==> config.mk <==
export PLATFORM = sky130hd
export DESIGN_NAME = atc_top
export DESIGN_NICKNAME = d
export VERILOG_FILES = /design/src/logic/atc_pkg.sv /design/src/logic/atc_top.sv /design/src/logic/atc_win_mon.sv /design/src/logic/atc_act_gate.sv
export VERILOG_INCLUDE_DIRS = /design/src /design/src/logic
export SDC_FILE = /design/constraint.sdc
export NUM_CORES = 1
export LEC_CHECK = 0
export BUFFER_PORTS_ARGS = -buffer_cell sky130_fd_sc_hd__clkbuf_2
export CAP_MARGIN = 20
export CORE_MARGIN = 2
export CORE_UTILIZATION = 45
export DETAILED_ROUTE_END_ITERATION = 7
export SLEW_MARGIN = 20
export SYNTH_ARGS = -nofsm -noshare
export SYNTH_HDL_FRONTEND = slang
export SYNTH_SLANG_ARGS = --single-unit
==> constraint.sdc <==
create_clock -name pclk -period 4.79 [get_ports pclk]
set_input_delay 0.958 -clock pclk [delete_from_list [all_inputs] [get_ports pclk]]
set_output_delay 0.958 -clock pclk [all_outputs]
set_load 0.05 [all_outputs]
==> src/logic/atc_defs.svh <==
// Register indices, field positions, reset values and timing counts for the activation throttle.
// Assumes a 32-bit APB slave with one word per register at byte address four times the index.
`ifndef ATC_DEFS_SVH
`define ATC_DEFS_SVH
// Register indices; byte address is the index times four.
`define ATC_IDX_GLOBAL   8'h60
`define ATC_IDX_LOW      8'h64
`define ATC_IDX_MID      8'h65
`define ATC_IDX_HIGH     8'h66
`define ATC_IDX_CTRL     8'h67
`define ATC_IDX_STS0     8'h68
`define ATC_IDX_STS1     8'h6a
`define ATC_IDX_WINSEL   8'h6c
// Field positions.
`define ATC_CTRL_SELECT  0
`define ATC_CTRL_MODE    1
`define ATC_STS_FLAG     8
`define ATC_WINSEL_SHORT 0
// Reset values.
`define ATC_RST_LIMIT    8'h00
`define ATC_RST_CTRL     2'h0
// Largest limit value; writes above it are clamped.
`define ATC_LIMIT_MAX    8'ha8
// Windows are given directly in core clock cycles.
`define ATC_GTW_UNIT     1344
`define ATC_GTW_LONG_MUL 16384
`define ATC_GTW_SHRT_MUL 4
`define ATC_HOLD_LONG    5'h10
`define ATC_HOLD_SHORT   5'h02
`define ATC_ACT_WIN      1344
`endif

==> src/logic/atc_pkg.sv <==
// Types shared by the activation throttle modules.
// Assumes the constants header is included by each module that needs numbers.
package atc_pkg;
	// Which limit drives the current throttle level.
	typedef enum logic [2:0] {
		ATC_LVL_LOW  = 3'b001,
		ATC_LVL_MID  = 3'b010,
		ATC_LVL_HIGH = 3'b100
	} atc_lvl_t;
	// Temperature zone reported by the module buffer.
	typedef enum logic [1:0] {
		ATC_ZONE_COOL = 2'b00,
		ATC_ZONE_WARM = 2'b01,
		ATC_ZONE_HOT  = 2'b10
	} atc_zone_t;
endpackage

==> src/logic/atc_top.sv <==
// Activation throttle control: APB registers, per-branch global throttle flag and level selection.
// Assumes activate strobes and temperature reports arrive synchronous to pclk.
// Functional notes
// - Activates are counted per DIMM pair on each branch.
// - Count above global limit in a window sets branch flag and applies mid limit.
// - Each global limit unit means 65536 activates in the long window.
// - Global limit writes above 168 are stored as 168.
// - A zero global limit disables open-loop throttling in both window modes.
// - The long global window lasts 16384 times 1344 cycles.
// - The short window lasts 4 times 1344 cycles; a unit is 16 activates.
// - Flag clears after 16 quiet windows in a row, or 2 in short mode.
// - Each branch shows an 8-bit current level; 4 activates per step.
// - The current level is updated by hardware from the active condition.
// - Closed loop, cool and flag clear applies the low limit.
// - Open-loop mode applies the low limit as base level.
// - Mid limit applies for warm temperature in closed loop or with flag set.
// - Closed loop with hot temperature applies the high limit.
// - Low, mid, high limits are 8 bits, zero unlimited, clamped to 168.
// - Control bit 0 picks activation-count or temperature based level.
// - Each branch has a 16-bit status: flag bit 8, bits 15:9 zero.
`timescale 1ns/100ps
`include "atc_defs.svh"
module atc_top #(
	parameter int PAIRS     = 2,
	parameter int PAIR_W    = 1,
	parameter int RANKS     = 8,
	parameter int RANK_W    = 3,
	parameter int WIN_LONG  = `ATC_GTW_LONG_MUL * `ATC_GTW_UNIT,
	parameter int WIN_SHORT = `ATC_GTW_SHRT_MUL * `ATC_GTW_UNIT,
	parameter int ACT_WIN   = `ATC_ACT_WIN
) (
	// Clock and reset.
	input  wire logic                        pclk,
	input  wire logic                        presetn,
	// APB slave.
	input  wire logic                        psel,
	input  wire logic                        penable,
	input  wire logic                        pwrite,
	input  wire logic [11:0]                 paddr,
	input  wire logic [31:0]                 pwdata,
	output logic                             pready,
	output logic [31:0]                      prdata,
	output logic                             pslverr,
	// Activate strobes from the scheduler, one per branch.
	input  wire logic [1:0]                  act_issue,
	input  wire logic [1:0][RANK_W-1:0]      act_rank,
	// Temperature reports from the module buffer, one per branch.
	input  wire logic [1:0]                  temp_update,
	input  wire logic [1:0][1:0]             temp_zone,
	// Throttle results per branch.
	output logic [1:0][RANKS-1:0]            act_block,
	output logic [1:0][7:0]                  throttle_level,
	output logic [1:0]                       global_throttle
);
	// Configuration registers.
	logic [7:0] gbl_limit_r;
	logic [7:0] low_limit_r;
	logic [7:0] mid_limit_r;
	logic [7:0] high_limit_r;
	logic       select_r;
	logic       mode_r;
	logic       short_r;

	// Address decode: one aligned word per register, byte address four times the index.
	wire        setup_w    = psel && !penable && !pready;
	wire        wr_take    = psel && penable && pready && pwrite && !pslverr;
	wire [9:0]  word_w     = paddr[11:2];
	wire        hit_global = (word_w == {2'b00, `ATC_IDX_GLOBAL});
	wire        hit_low    = (word_w == {2'b00, `ATC_IDX_LOW});
	wire        hit_mid    = (word_w == {2'b00, `ATC_IDX_MID});
	wire        hit_high   = (word_w == {2'b00, `ATC_IDX_HIGH});
	wire        hit_ctrl   = (word_w == {2'b00, `ATC_IDX_CTRL});
	wire        hit_sts0   = (word_w == {2'b00, `ATC_IDX_STS0});
	wire        hit_sts1   = (word_w == {2'b00, `ATC_IDX_STS1});
	wire        hit_winsel = (word_w == {2'b00, `ATC_IDX_WINSEL});
	wire        hit_any    = hit_global | hit_low | hit_mid | hit_high | hit_ctrl |
	                         hit_sts0 | hit_sts1 | hit_winsel;
	// Status registers are read-only; a write to them is refused.
	wire        bad_w      = !hit_any || (pwrite && (hit_sts0 || hit_sts1));

	// Writes above the largest value are clamped before storage.
	wire [7:0]  wr_byte    = pwdata[7:0];
	wire [7:0]  wr_clamped = (wr_byte > `ATC_LIMIT_MAX) ? `ATC_LIMIT_MAX : wr_byte;

	// Per-branch state.
	logic [4:0] quiet_r [2];
	logic [1:0] zone_r  [2];
	logic [1:0] over_now;
	logic [1:0] win_end;
	logic [1:0] win_over;
	logic [1:0] flag_set;
	logic [1:0] flag_clr;
	logic [7:0] level_nxt [2];
	logic [15:0] sts_word [2];
	atc_pkg::atc_lvl_t lvl_sel [2];

	// Number of quiet windows that ends open-loop throttling.
	wire  [4:0] hold_w = short_r ? `ATC_HOLD_SHORT : `ATC_HOLD_LONG;

	// Read mux; narrow registers sit in the low bits, upper bits read zero.
	wire [31:0] rd_w =
		hit_global ? {24'h000000, gbl_limit_r} :
		hit_low    ? {24'h000000, low_limit_r} :
		hit_mid    ? {24'h000000, mid_limit_r} :
		hit_high   ? {24'h000000, high_limit_r} :
		hit_ctrl   ? {24'h000000, 6'h00, mode_r, select_r} :
		hit_sts0   ? {16'h0000, sts_word[0]} :
		hit_sts1   ? {16'h0000, sts_word[1]} :
		hit_winsel ? {31'h00000000, short_r} :
		32'h00000000;

	// APB answer: zero wait states, data and error captured in the setup cycle.
	always_ff @(posedge pclk or negedge presetn)
	begin
		if (!presetn)
		begin
			pready  <= 1'b0;
			prdata  <= 32'h00000000;
			pslverr <= 1'b0;
		end
		else
		begin
			pready  <= setup_w;
			prdata  <= setup_w ? rd_w : 32'h00000000;
			pslverr <= setup_w & bad_w;
		end
	end

	// Software-written configuration; each takes effect at the access edge.
	always_ff @(posedge pclk or negedge presetn)
	begin
		if (!presetn)
		begin
			gbl_limit_r  <= `ATC_RST_LIMIT;
			low_limit_r  <= `ATC_RST_LIMIT;
			mid_limit_r  <= `ATC_RST_LIMIT;
			high_limit_r <= `ATC_RST_LIMIT;
			select_r     <= 1'b0;
			mode_r       <= 1'b0;
			short_r      <= 1'b0;
		end
		else if (wr_take)
		begin
			if (hit_global)
				gbl_limit_r <= wr_clamped;
			else if (hit_low)
				low_limit_r <= wr_clamped;
			else if (hit_mid)
				mid_limit_r <= wr_clamped;
			else if (hit_high)
				high_limit_r <= wr_clamped;
			else if (hit_ctrl)
			begin
				select_r <= pwdata[`ATC_CTRL_SELECT];
				mode_r   <= pwdata[`ATC_CTRL_MODE];
			end
			else if (hit_winsel)
				short_r <= pwdata[`ATC_WINSEL_SHORT];
		end
	end

	// Branch logic: global window monitor, flag, level choice and activate gate.
	for (genvar b = 0; b < 2; b++)
	begin : g_branch
		atc_win_mon #(
			.PAIRS     (PAIRS),
			.PAIR_W    (PAIR_W),
			.WIN_LONG  (WIN_LONG),
			.WIN_SHORT (WIN_SHORT)
		) u_win (
			.pclk      (pclk),
			.presetn   (presetn),
			.short_sel (short_r),
			.limit     (gbl_limit_r),
			.act_issue (act_issue[b]),
			.act_pair  (act_rank[b][RANK_W-1 -: PAIR_W]),
			.over_now  (over_now[b]),
			.win_end   (win_end[b]),
			.win_over  (win_over[b])
		);

		// The flag sets on any excess; a quiet run of windows clears it, and a set wins over a clear.
		wire [4:0] quiet_inc = quiet_r[b] + 5'h01;
		assign flag_set[b] = over_now[b];
		assign flag_clr[b] = global_throttle[b] && win_end[b] && !win_over[b] && (quiet_inc >= hold_w);

		// Level selection: hot beats warm or flag, which beat the low base level.
		always_comb
		begin
			lvl_sel[b] = atc_pkg::ATC_LVL_LOW;
			if (select_r && (zone_r[b] == atc_pkg::ATC_ZONE_HOT))
				lvl_sel[b] = atc_pkg::ATC_LVL_HIGH;
			else if (global_throttle[b] || (select_r && (zone_r[b] == atc_pkg::ATC_ZONE_WARM)))
				lvl_sel[b] = atc_pkg::ATC_LVL_MID;
		end

		// Limit value for the chosen level.
		always_comb
		begin
			case (lvl_sel[b])
				atc_pkg::ATC_LVL_HIGH: level_nxt[b] = high_limit_r;
				atc_pkg::ATC_LVL_MID:  level_nxt[b] = mid_limit_r;
				default:               level_nxt[b] = low_limit_r;
			endcase
		end

		// Status word: level low byte, flag at bit 8, reserved bits zero.
		assign sts_word[b] = {7'h00, global_throttle[b], throttle_level[b]};

		// Flag, quiet-window count, latched temperature zone and current level.
		always_ff @(posedge pclk or negedge presetn)
		begin
			if (!presetn)
			begin
				global_throttle[b] <= 1'b0;
				quiet_r[b]         <= 5'h00;
				zone_r[b]          <= atc_pkg::ATC_ZONE_COOL;
				throttle_level[b]  <= 8'h00;
			end
			else
			begin
				global_throttle[b] <= flag_set[b] | (global_throttle[b] & ~flag_clr[b]);
				if (flag_set[b] || flag_clr[b] || (win_end[b] && win_over[b]))
					quiet_r[b] <= 5'h00;
				else if (win_end[b] && global_throttle[b])
					quiet_r[b] <= quiet_inc;
				if (temp_update[b])
					zone_r[b] <= temp_zone[b];
				throttle_level[b] <= level_nxt[b];
			end
		end

		atc_act_gate #(
			.RANKS     (RANKS),
			.RANK_W    (RANK_W),
			.ACT_WIN   (ACT_WIN)
		) u_gate (
			.pclk      (pclk),
			.presetn   (presetn),
			.level     (throttle_level[b]),
			.act_issue (act_issue[b]),
			.act_rank  (act_rank[b]),
			.act_block (act_block[b])
		);
	end
endmodule

==> src/logic/atc_win_mon.sv <==
// Global window monitor for one branch: counts activates per DIMM pair in each global window.
// Assumes activate strobes come from the scheduler on the same clock.
`timescale 1ns/100ps
`include "atc_defs.svh"
module atc_win_mon #(
	parameter int PAIRS     = 2,
	parameter int PAIR_W    = 1,
	parameter int WIN_LONG  = `ATC_GTW_LONG_MUL * `ATC_GTW_UNIT,
	parameter int WIN_SHORT = `ATC_GTW_SHRT_MUL * `ATC_GTW_UNIT
) (
	// Clock and reset.
	input  wire logic              pclk,
	input  wire logic              presetn,
	// Configuration.
	input  wire logic              short_sel,
	input  wire logic [7:0]        limit,
	// Activate strobe.
	input  wire logic              act_issue,
	input  wire logic [PAIR_W-1:0] act_pair,
	// Results.
	output logic                   over_now,
	output logic                   win_end,
	output logic                   win_over
);
	logic [24:0]      timer_r;
	logic [24:0]      cnt_r [PAIRS];
	logic             seen_r;
	logic [PAIRS-1:0] over_w;
	wire  [24:0]      win_last = short_sel ? 25'(WIN_SHORT - 1) : 25'(WIN_LONG - 1);
	wire              end_w    = (timer_r >= win_last);
	// Each limit unit is 16 activates in the short window, 65536 in the long one.
	wire  [24:0]      thresh   = short_sel ? {13'h0000, limit, 4'h0} : {1'b0, limit, 16'h0000};
	wire              any_over = |over_w;

	// Per-pair counters restart with each window; a zero limit never trips.
	for (genvar p = 0; p < PAIRS; p++)
	begin : g_pair
		wire        inc_w = act_issue && (act_pair == PAIR_W'(p));
		wire [24:0] sum_w = cnt_r[p] + {24'h000000, inc_w};
		assign over_w[p] = (limit != 8'h00) && (sum_w > thresh);
		always_ff @(posedge pclk or negedge presetn)
		begin
			if (!presetn)
				cnt_r[p] <= 25'h0000000;
			else
				cnt_r[p] <= end_w ? 25'h0000000 : sum_w;
		end
	end

	// Window timer and the registered window results.
	always_ff @(posedge pclk or negedge presetn)
	begin
		if (!presetn)
		begin
			timer_r  <= 25'h0000000;
			seen_r   <= 1'b0;
			over_now <= 1'b0;
			win_end  <= 1'b0;
			win_over <= 1'b0;
		end
		else
		begin
			timer_r  <= end_w ? 25'h0000000 : timer_r + 25'h0000001;
			seen_r   <= end_w ? 1'b0 : (seen_r | any_over);
			over_now <= any_over;
			win_end  <= end_w;
			win_over <= end_w & (seen_r | any_over);
		end
	end
endmodule

==> src/logic/atc_act_gate.sv <==
// Per-rank activate gate for one branch: withholds activates once the level's budget is used.
// Assumes the scheduler honours act_block in the cycle after it rises.
`timescale 1ns/100ps
`include "atc_defs.svh"
module atc_act_gate #(
	parameter int RANKS   = 8,
	parameter int RANK_W  = 3,
	parameter int ACT_WIN = `ATC_ACT_WIN
) (
	// Clock and reset.
	input  wire logic              pclk,
	input  wire logic              presetn,
	// Current throttle level.
	input  wire logic [7:0]        level,
	// Activate strobe.
	input  wire logic              act_issue,
	input  wire logic [RANK_W-1:0] act_rank,
	// Block mask per rank.
	output logic [RANKS-1:0]       act_block
);
	logic [12:0] timer_r;
	logic [9:0]  cnt_r [RANKS];
	wire         end_w = (timer_r >= 13'(ACT_WIN - 1));
	wire  [9:0]  cap_w = {level, 2'b00};

	// Activation window timer.
	always_ff @(posedge pclk or negedge presetn)
	begin
		if (!presetn)
			timer_r <= 13'h0000;
		else
			timer_r <= end_w ? 13'h0000 : timer_r + 13'h0001;
	end

	// Each rank counts its activates and blocks once four per level step are used.
	for (genvar r = 0; r < RANKS; r++)
	begin : g_rank
		wire       inc_w = act_issue && (act_rank == RANK_W'(r));
		wire [9:0] sum_w = (cnt_r[r] == 10'h3ff) ? cnt_r[r] : cnt_r[r] + {9'h000, inc_w};
		wire [9:0] nxt_w = end_w ? 10'h000 : sum_w;
		always_ff @(posedge pclk or negedge presetn)
		begin
			if (!presetn)
			begin
				cnt_r[r]     <= 10'h000;
				act_block[r] <= 1'b0;
			end
			else
			begin
				cnt_r[r]     <= nxt_w;
				act_block[r] <= (level != 8'h00) && (nxt_w >= cap_w);
			end
		end
	end
endmodule

==> out/results.tsv <==
stage	metric	value	unit
setup_path	r2r_end	g_branch[1].u_gate.act_block[7]	
placed_design	dp_slack	0.211	ns
placed_design	place_congestion	0.869	
floorplanning	die_w	245	microns
setup_path	crit_top_cell	o21ai_0	
cells_and_area	drive_above_1_share	7.67	%
pwr	pwr_density_cell	295	nW/um^2
sta	fin_tns_setup	0	ns
sta	hold_viol	0	
synthesis	yosys.area.top_type	dfrtp_1	
cts	cts_buffers	51	
setup_path	crit_slowest_cell	nand2_2	
cells_and_area	fin_nets	3241	
synthesis	synth_edf_count	0	
cts	cts_setup_buffers	0	
sta	slew_violations	0	
sta	fin_worst_skew	0.0154	ns
sta	grt_setup_unrepaired	false	
placed_design	dp_cells	3620	
setup_path	worstRegToRegCells	16	
cts	cts_hold_buf	0	
sta	fin_crit_sh	84.8	%
setup_path	end_kind	register	
setup_path	crit_path_end	g_branch[1].u_gate.act_block[7]	
floorplanning	start_util	45.5	%
floorplanning	core	57600	sq um
global_routing	grt_antenna_before_repair	2	
sta	worst_slack	0.728	ns
cells_and_area	fill_cells	5284	
cts	clk_latency	0.60	ns
synthesis	synth_top_family_by_area	simple AND/OR/NAND/NOR gates	
global_routing	overflow	0	
drt	drt_pass1_iterations	5	
synthesis	synth-xor-area-share	9.00	%
drt	routed_wl	64.2	mm
synthesis	yosysUniqueCellTypes	70	
sta	tightest_slew	0.967	ns
global_routing	grt_util_all_layers	21.9	%
placed_design	io_buffer_count	81	
drt	drt_iter0_drc	1128	
sta	max_freq	0.246	GHz
synthesis	synth_most_common_cell	dfrtp_1	
cts	clk_pin_slew	0.07	ns
setup_path	critical_path.startpoint_type	register	
synthesis	synth.top_cell.area_share	41.9	%
pwr	leakage	13.9	nW
cts	cts_tree	done	
cts	htreeDepth	2	
synthesis	synth_seq_area_share	41.9	%
floorplanning	die_h	245	microns
sta	setup_viol	0	
drt	vias	20500	
setup_path	cp_num_buf_inv	2	
synthesis	synth-main-ff-cell	dfrtp_1	
drt	via_per_inst	5.51	
synthesis	syn_avg_cell_area	9.34	sq um
cells_and_area	stdcell_count	3714	
setup_path	path_delay_family	compound AO/OA/AOI/OAI gates	
setup_path	critical_path_depth	16	
synthesis	synthSimpleGateAreaFrac	22.8	%
floorplanning	core.rowCount	88	
synthesis	synthAdderAreaFrac	12.9	%
cts	max-clock-path-buffers	3	
setup_path	timing.rr.start	g_branch[1].u_gate.timer_r[0]	
setup_path	critPathMaxFanout	36	
cts	cts_resized	0	
synthesis	synth_common_cells	dfrtp_1, nor2_1, ha_1	
run	maxCapViolCount	0	
synthesis	syn_inst	2804	
synthesis	synth_area_leaders	dfrtp_1, ha_1, xor2_1	
drt	remaining_drc_errors	0	
setup_path	cp.arrival	4.48	ns
synthesis	synth_warnings	0	
min_path	min_path_type	input port to asynchronous set/reset pin	
setup_path	r2r_slack	0.73	ns
run_status	status	complete, no violations	
synthesis	async_reset_ff_share	100	%
floorplanning	boundaryPins	131	
setup_path	crit_chain	ha_1 > inv_1 > nor2_1 > o41a_1 > o21ai_0 > nand2_2 > buf_12 > a211oi_1 > ha_1 > o21a_1 > o21ai_0 > nand2b_1 > a21oi_1 > nor2b_1 > o21ai_0 > a311oi_1	
cts	clkSinkCount	438	
global_routing	grt_max_degree	92	
cells_and_area	area_growth	11.8	%
global_routing	grt_pass1_vias	20500	
synthesis	netlist_area	26200	sq um
setup_path	required	5.21	ns
setup_path	slowest_delay	0.55	ns
sta	whs	0.364	ns
setup_path	critPathLaunch	g_branch[1].u_gate.timer_r[0]	
drt	antenna_left	0	
synthesis	synth_compound_area_share	9.68	%
cts	cts_root_buffer	clkbuf_16	
sta	slew-limit-headroom	35.3	%
drt	wl_per_cell	17.3	microns
sta	layout_min_cycle_time	4.06	ns
floorplanning	dieArea	60100	sq um
synthesis	synthMuxAreaShare	0.884	%
setup_path	critical_path_class	register to register	
placed_design	detailed_place_hpwl	46.4	mm
synthesis	ys_seq_elements	438	
global_routing	grt_pass1_wl	106	mm
pwr	peakVddDrop	0.276	mV
-- final cells by class --
| cell class | count | area (sq um) | share of cell area, % |
|---|---|---|---|
| clock inverter | 16 | 199 | 0.680 |
| multi-input combinational | 2218 | 14600 | 49.8 |
| clock buffer | 77 | 1520 | 5.18 |
| sequential | 438 | 11000 | 37.4 |
| inverter | 84 | 315 | 1.08 |
| tap | 765 | 957 | 3.27 |
| timing repair buffer | 115 | 746 | 2.55 |
| antenna | 1 | 2.50 | 0.00855 |
-- per-layer routing --
metal | global-route usage (%) | wire length, microns | vias to the layer above
li1 | - | - | 10000
met1 | 29.8 | 30000 | 9984
met3 | 3.41 | 2680 | 111
met2 | 36.0 | 30000 | 336
met4 | 6.33 | 1570 | 4
met5 | 0 | 24 | -
-- sequential cells by signal, summed over array words and instances (netlist names), 4 cells and up --
register / flops
g_branch.u_win.cnt_r: 100
g_branch.u_gate.act_block: 16
gbl_limit_r: 8
g_branch.u_gate.cnt_r: 160
prdata: 9
g_branch.u_win.timer_r: 50
quiet_r: 10
high_limit_r: 8
g_branch.u_gate.timer_r: 26
throttle_level: 16
zone_r: 4
mid_limit_r: 8
low_limit_r: 8
-- stage by stage --
| stage | cell area, sq um | util [%] | power [W] |
|---|---|---|---|
| after floorplan | 26300 | - | 0.00446 |
| after global placement | 27600 | 47.8 | 0.00468 |
| after detailed placement | 27600 | 47.8 | 0.00471 |
| after CTS | 29300 | 50.8 | 0.00875 |
| after global routing | 29300 | 50.8 | 0.00900 |
| final | 29300 | 50.8 | 0.00863 |
-- worst register-to-register path: stages (launching register included) --
cell      delay [ns]
dfrtp_1         0.41
ha_1            0.25
inv_1           0.06
nor2_1          0.08
o41a_1          0.31
o21ai_0         0.32
nand2_2         0.55
buf_12          0.39
a211oi_1        0.35
ha_1            0.32
o21a_1          0.11
o21ai_0         0.15
nand2b_1        0.07
a21oi_1         0.14
nor2b_1         0.05
o21ai_0         0.22
a311oi_1        0.13
-- power breakdown --
part	internal [W]	switching (W)	total, W	leakage (nW)
clock	0.00240	0.00160	0.00400	0.840
sequential	0.00381	0.000155	0.00396	6.00
combinational	0.000244	0.000426	0.000670	7.10
-- placed cells by master, fill, tap and decap left out, types with 68 or more instances in the layout --
cell type,n
a21oi_1,124
clkbuf_2,80
dfrtp_1,438
ha_1,270
inv_1,84
nand2_1,261
nand3_1,148
nand4_1,116
nor2_1,357
nor2b_1,68
o21ai_0,103
xnor2_1,101
xor2_1,168
-- cell families (layout without fill, tap and decap cells) --
| group | count (synthesis) | in the layout |
|---|---|---|
| AOI/OAI and AO/OA | 406 | 406 |
| muxes | 22 | 22 |
| and+or+nand+nor | 1224 | 1224 |
| xor gates and xnor gates | 269 | 269 |
| adders and majority gates | 270 | 270 |
| other | 1 | 28 |
| buffers and inverters | 174 | 292 |
| DFF | 438 | 438 |
-- how the worst min path moves through the flow --
stage               slack [ns]  depth (start not counted)                         start                       endpoint
floorplan                 0.42                          1  g_branch[1].u_win.timer_r[0]   g_branch[1].u_win.timer_r[0]
global placement          0.44                          1  g_branch[1].u_win.timer_r[0]   g_branch[1].u_win.timer_r[0]
detailed placement        0.45                          1  g_branch[1].u_win.timer_r[0]   g_branch[1].u_win.timer_r[0]
CTS                       0.41                          1                       presetn     g_branch[0].u_win.cnt_r[6]
global route              0.44                          1                       presetn     g_branch[0].u_win.cnt_r[6]
finish                    0.36                          1                       presetn  g_branch[0].u_win.timer_r[24]
Note: power is estimated with default switching activity, not from simulation.
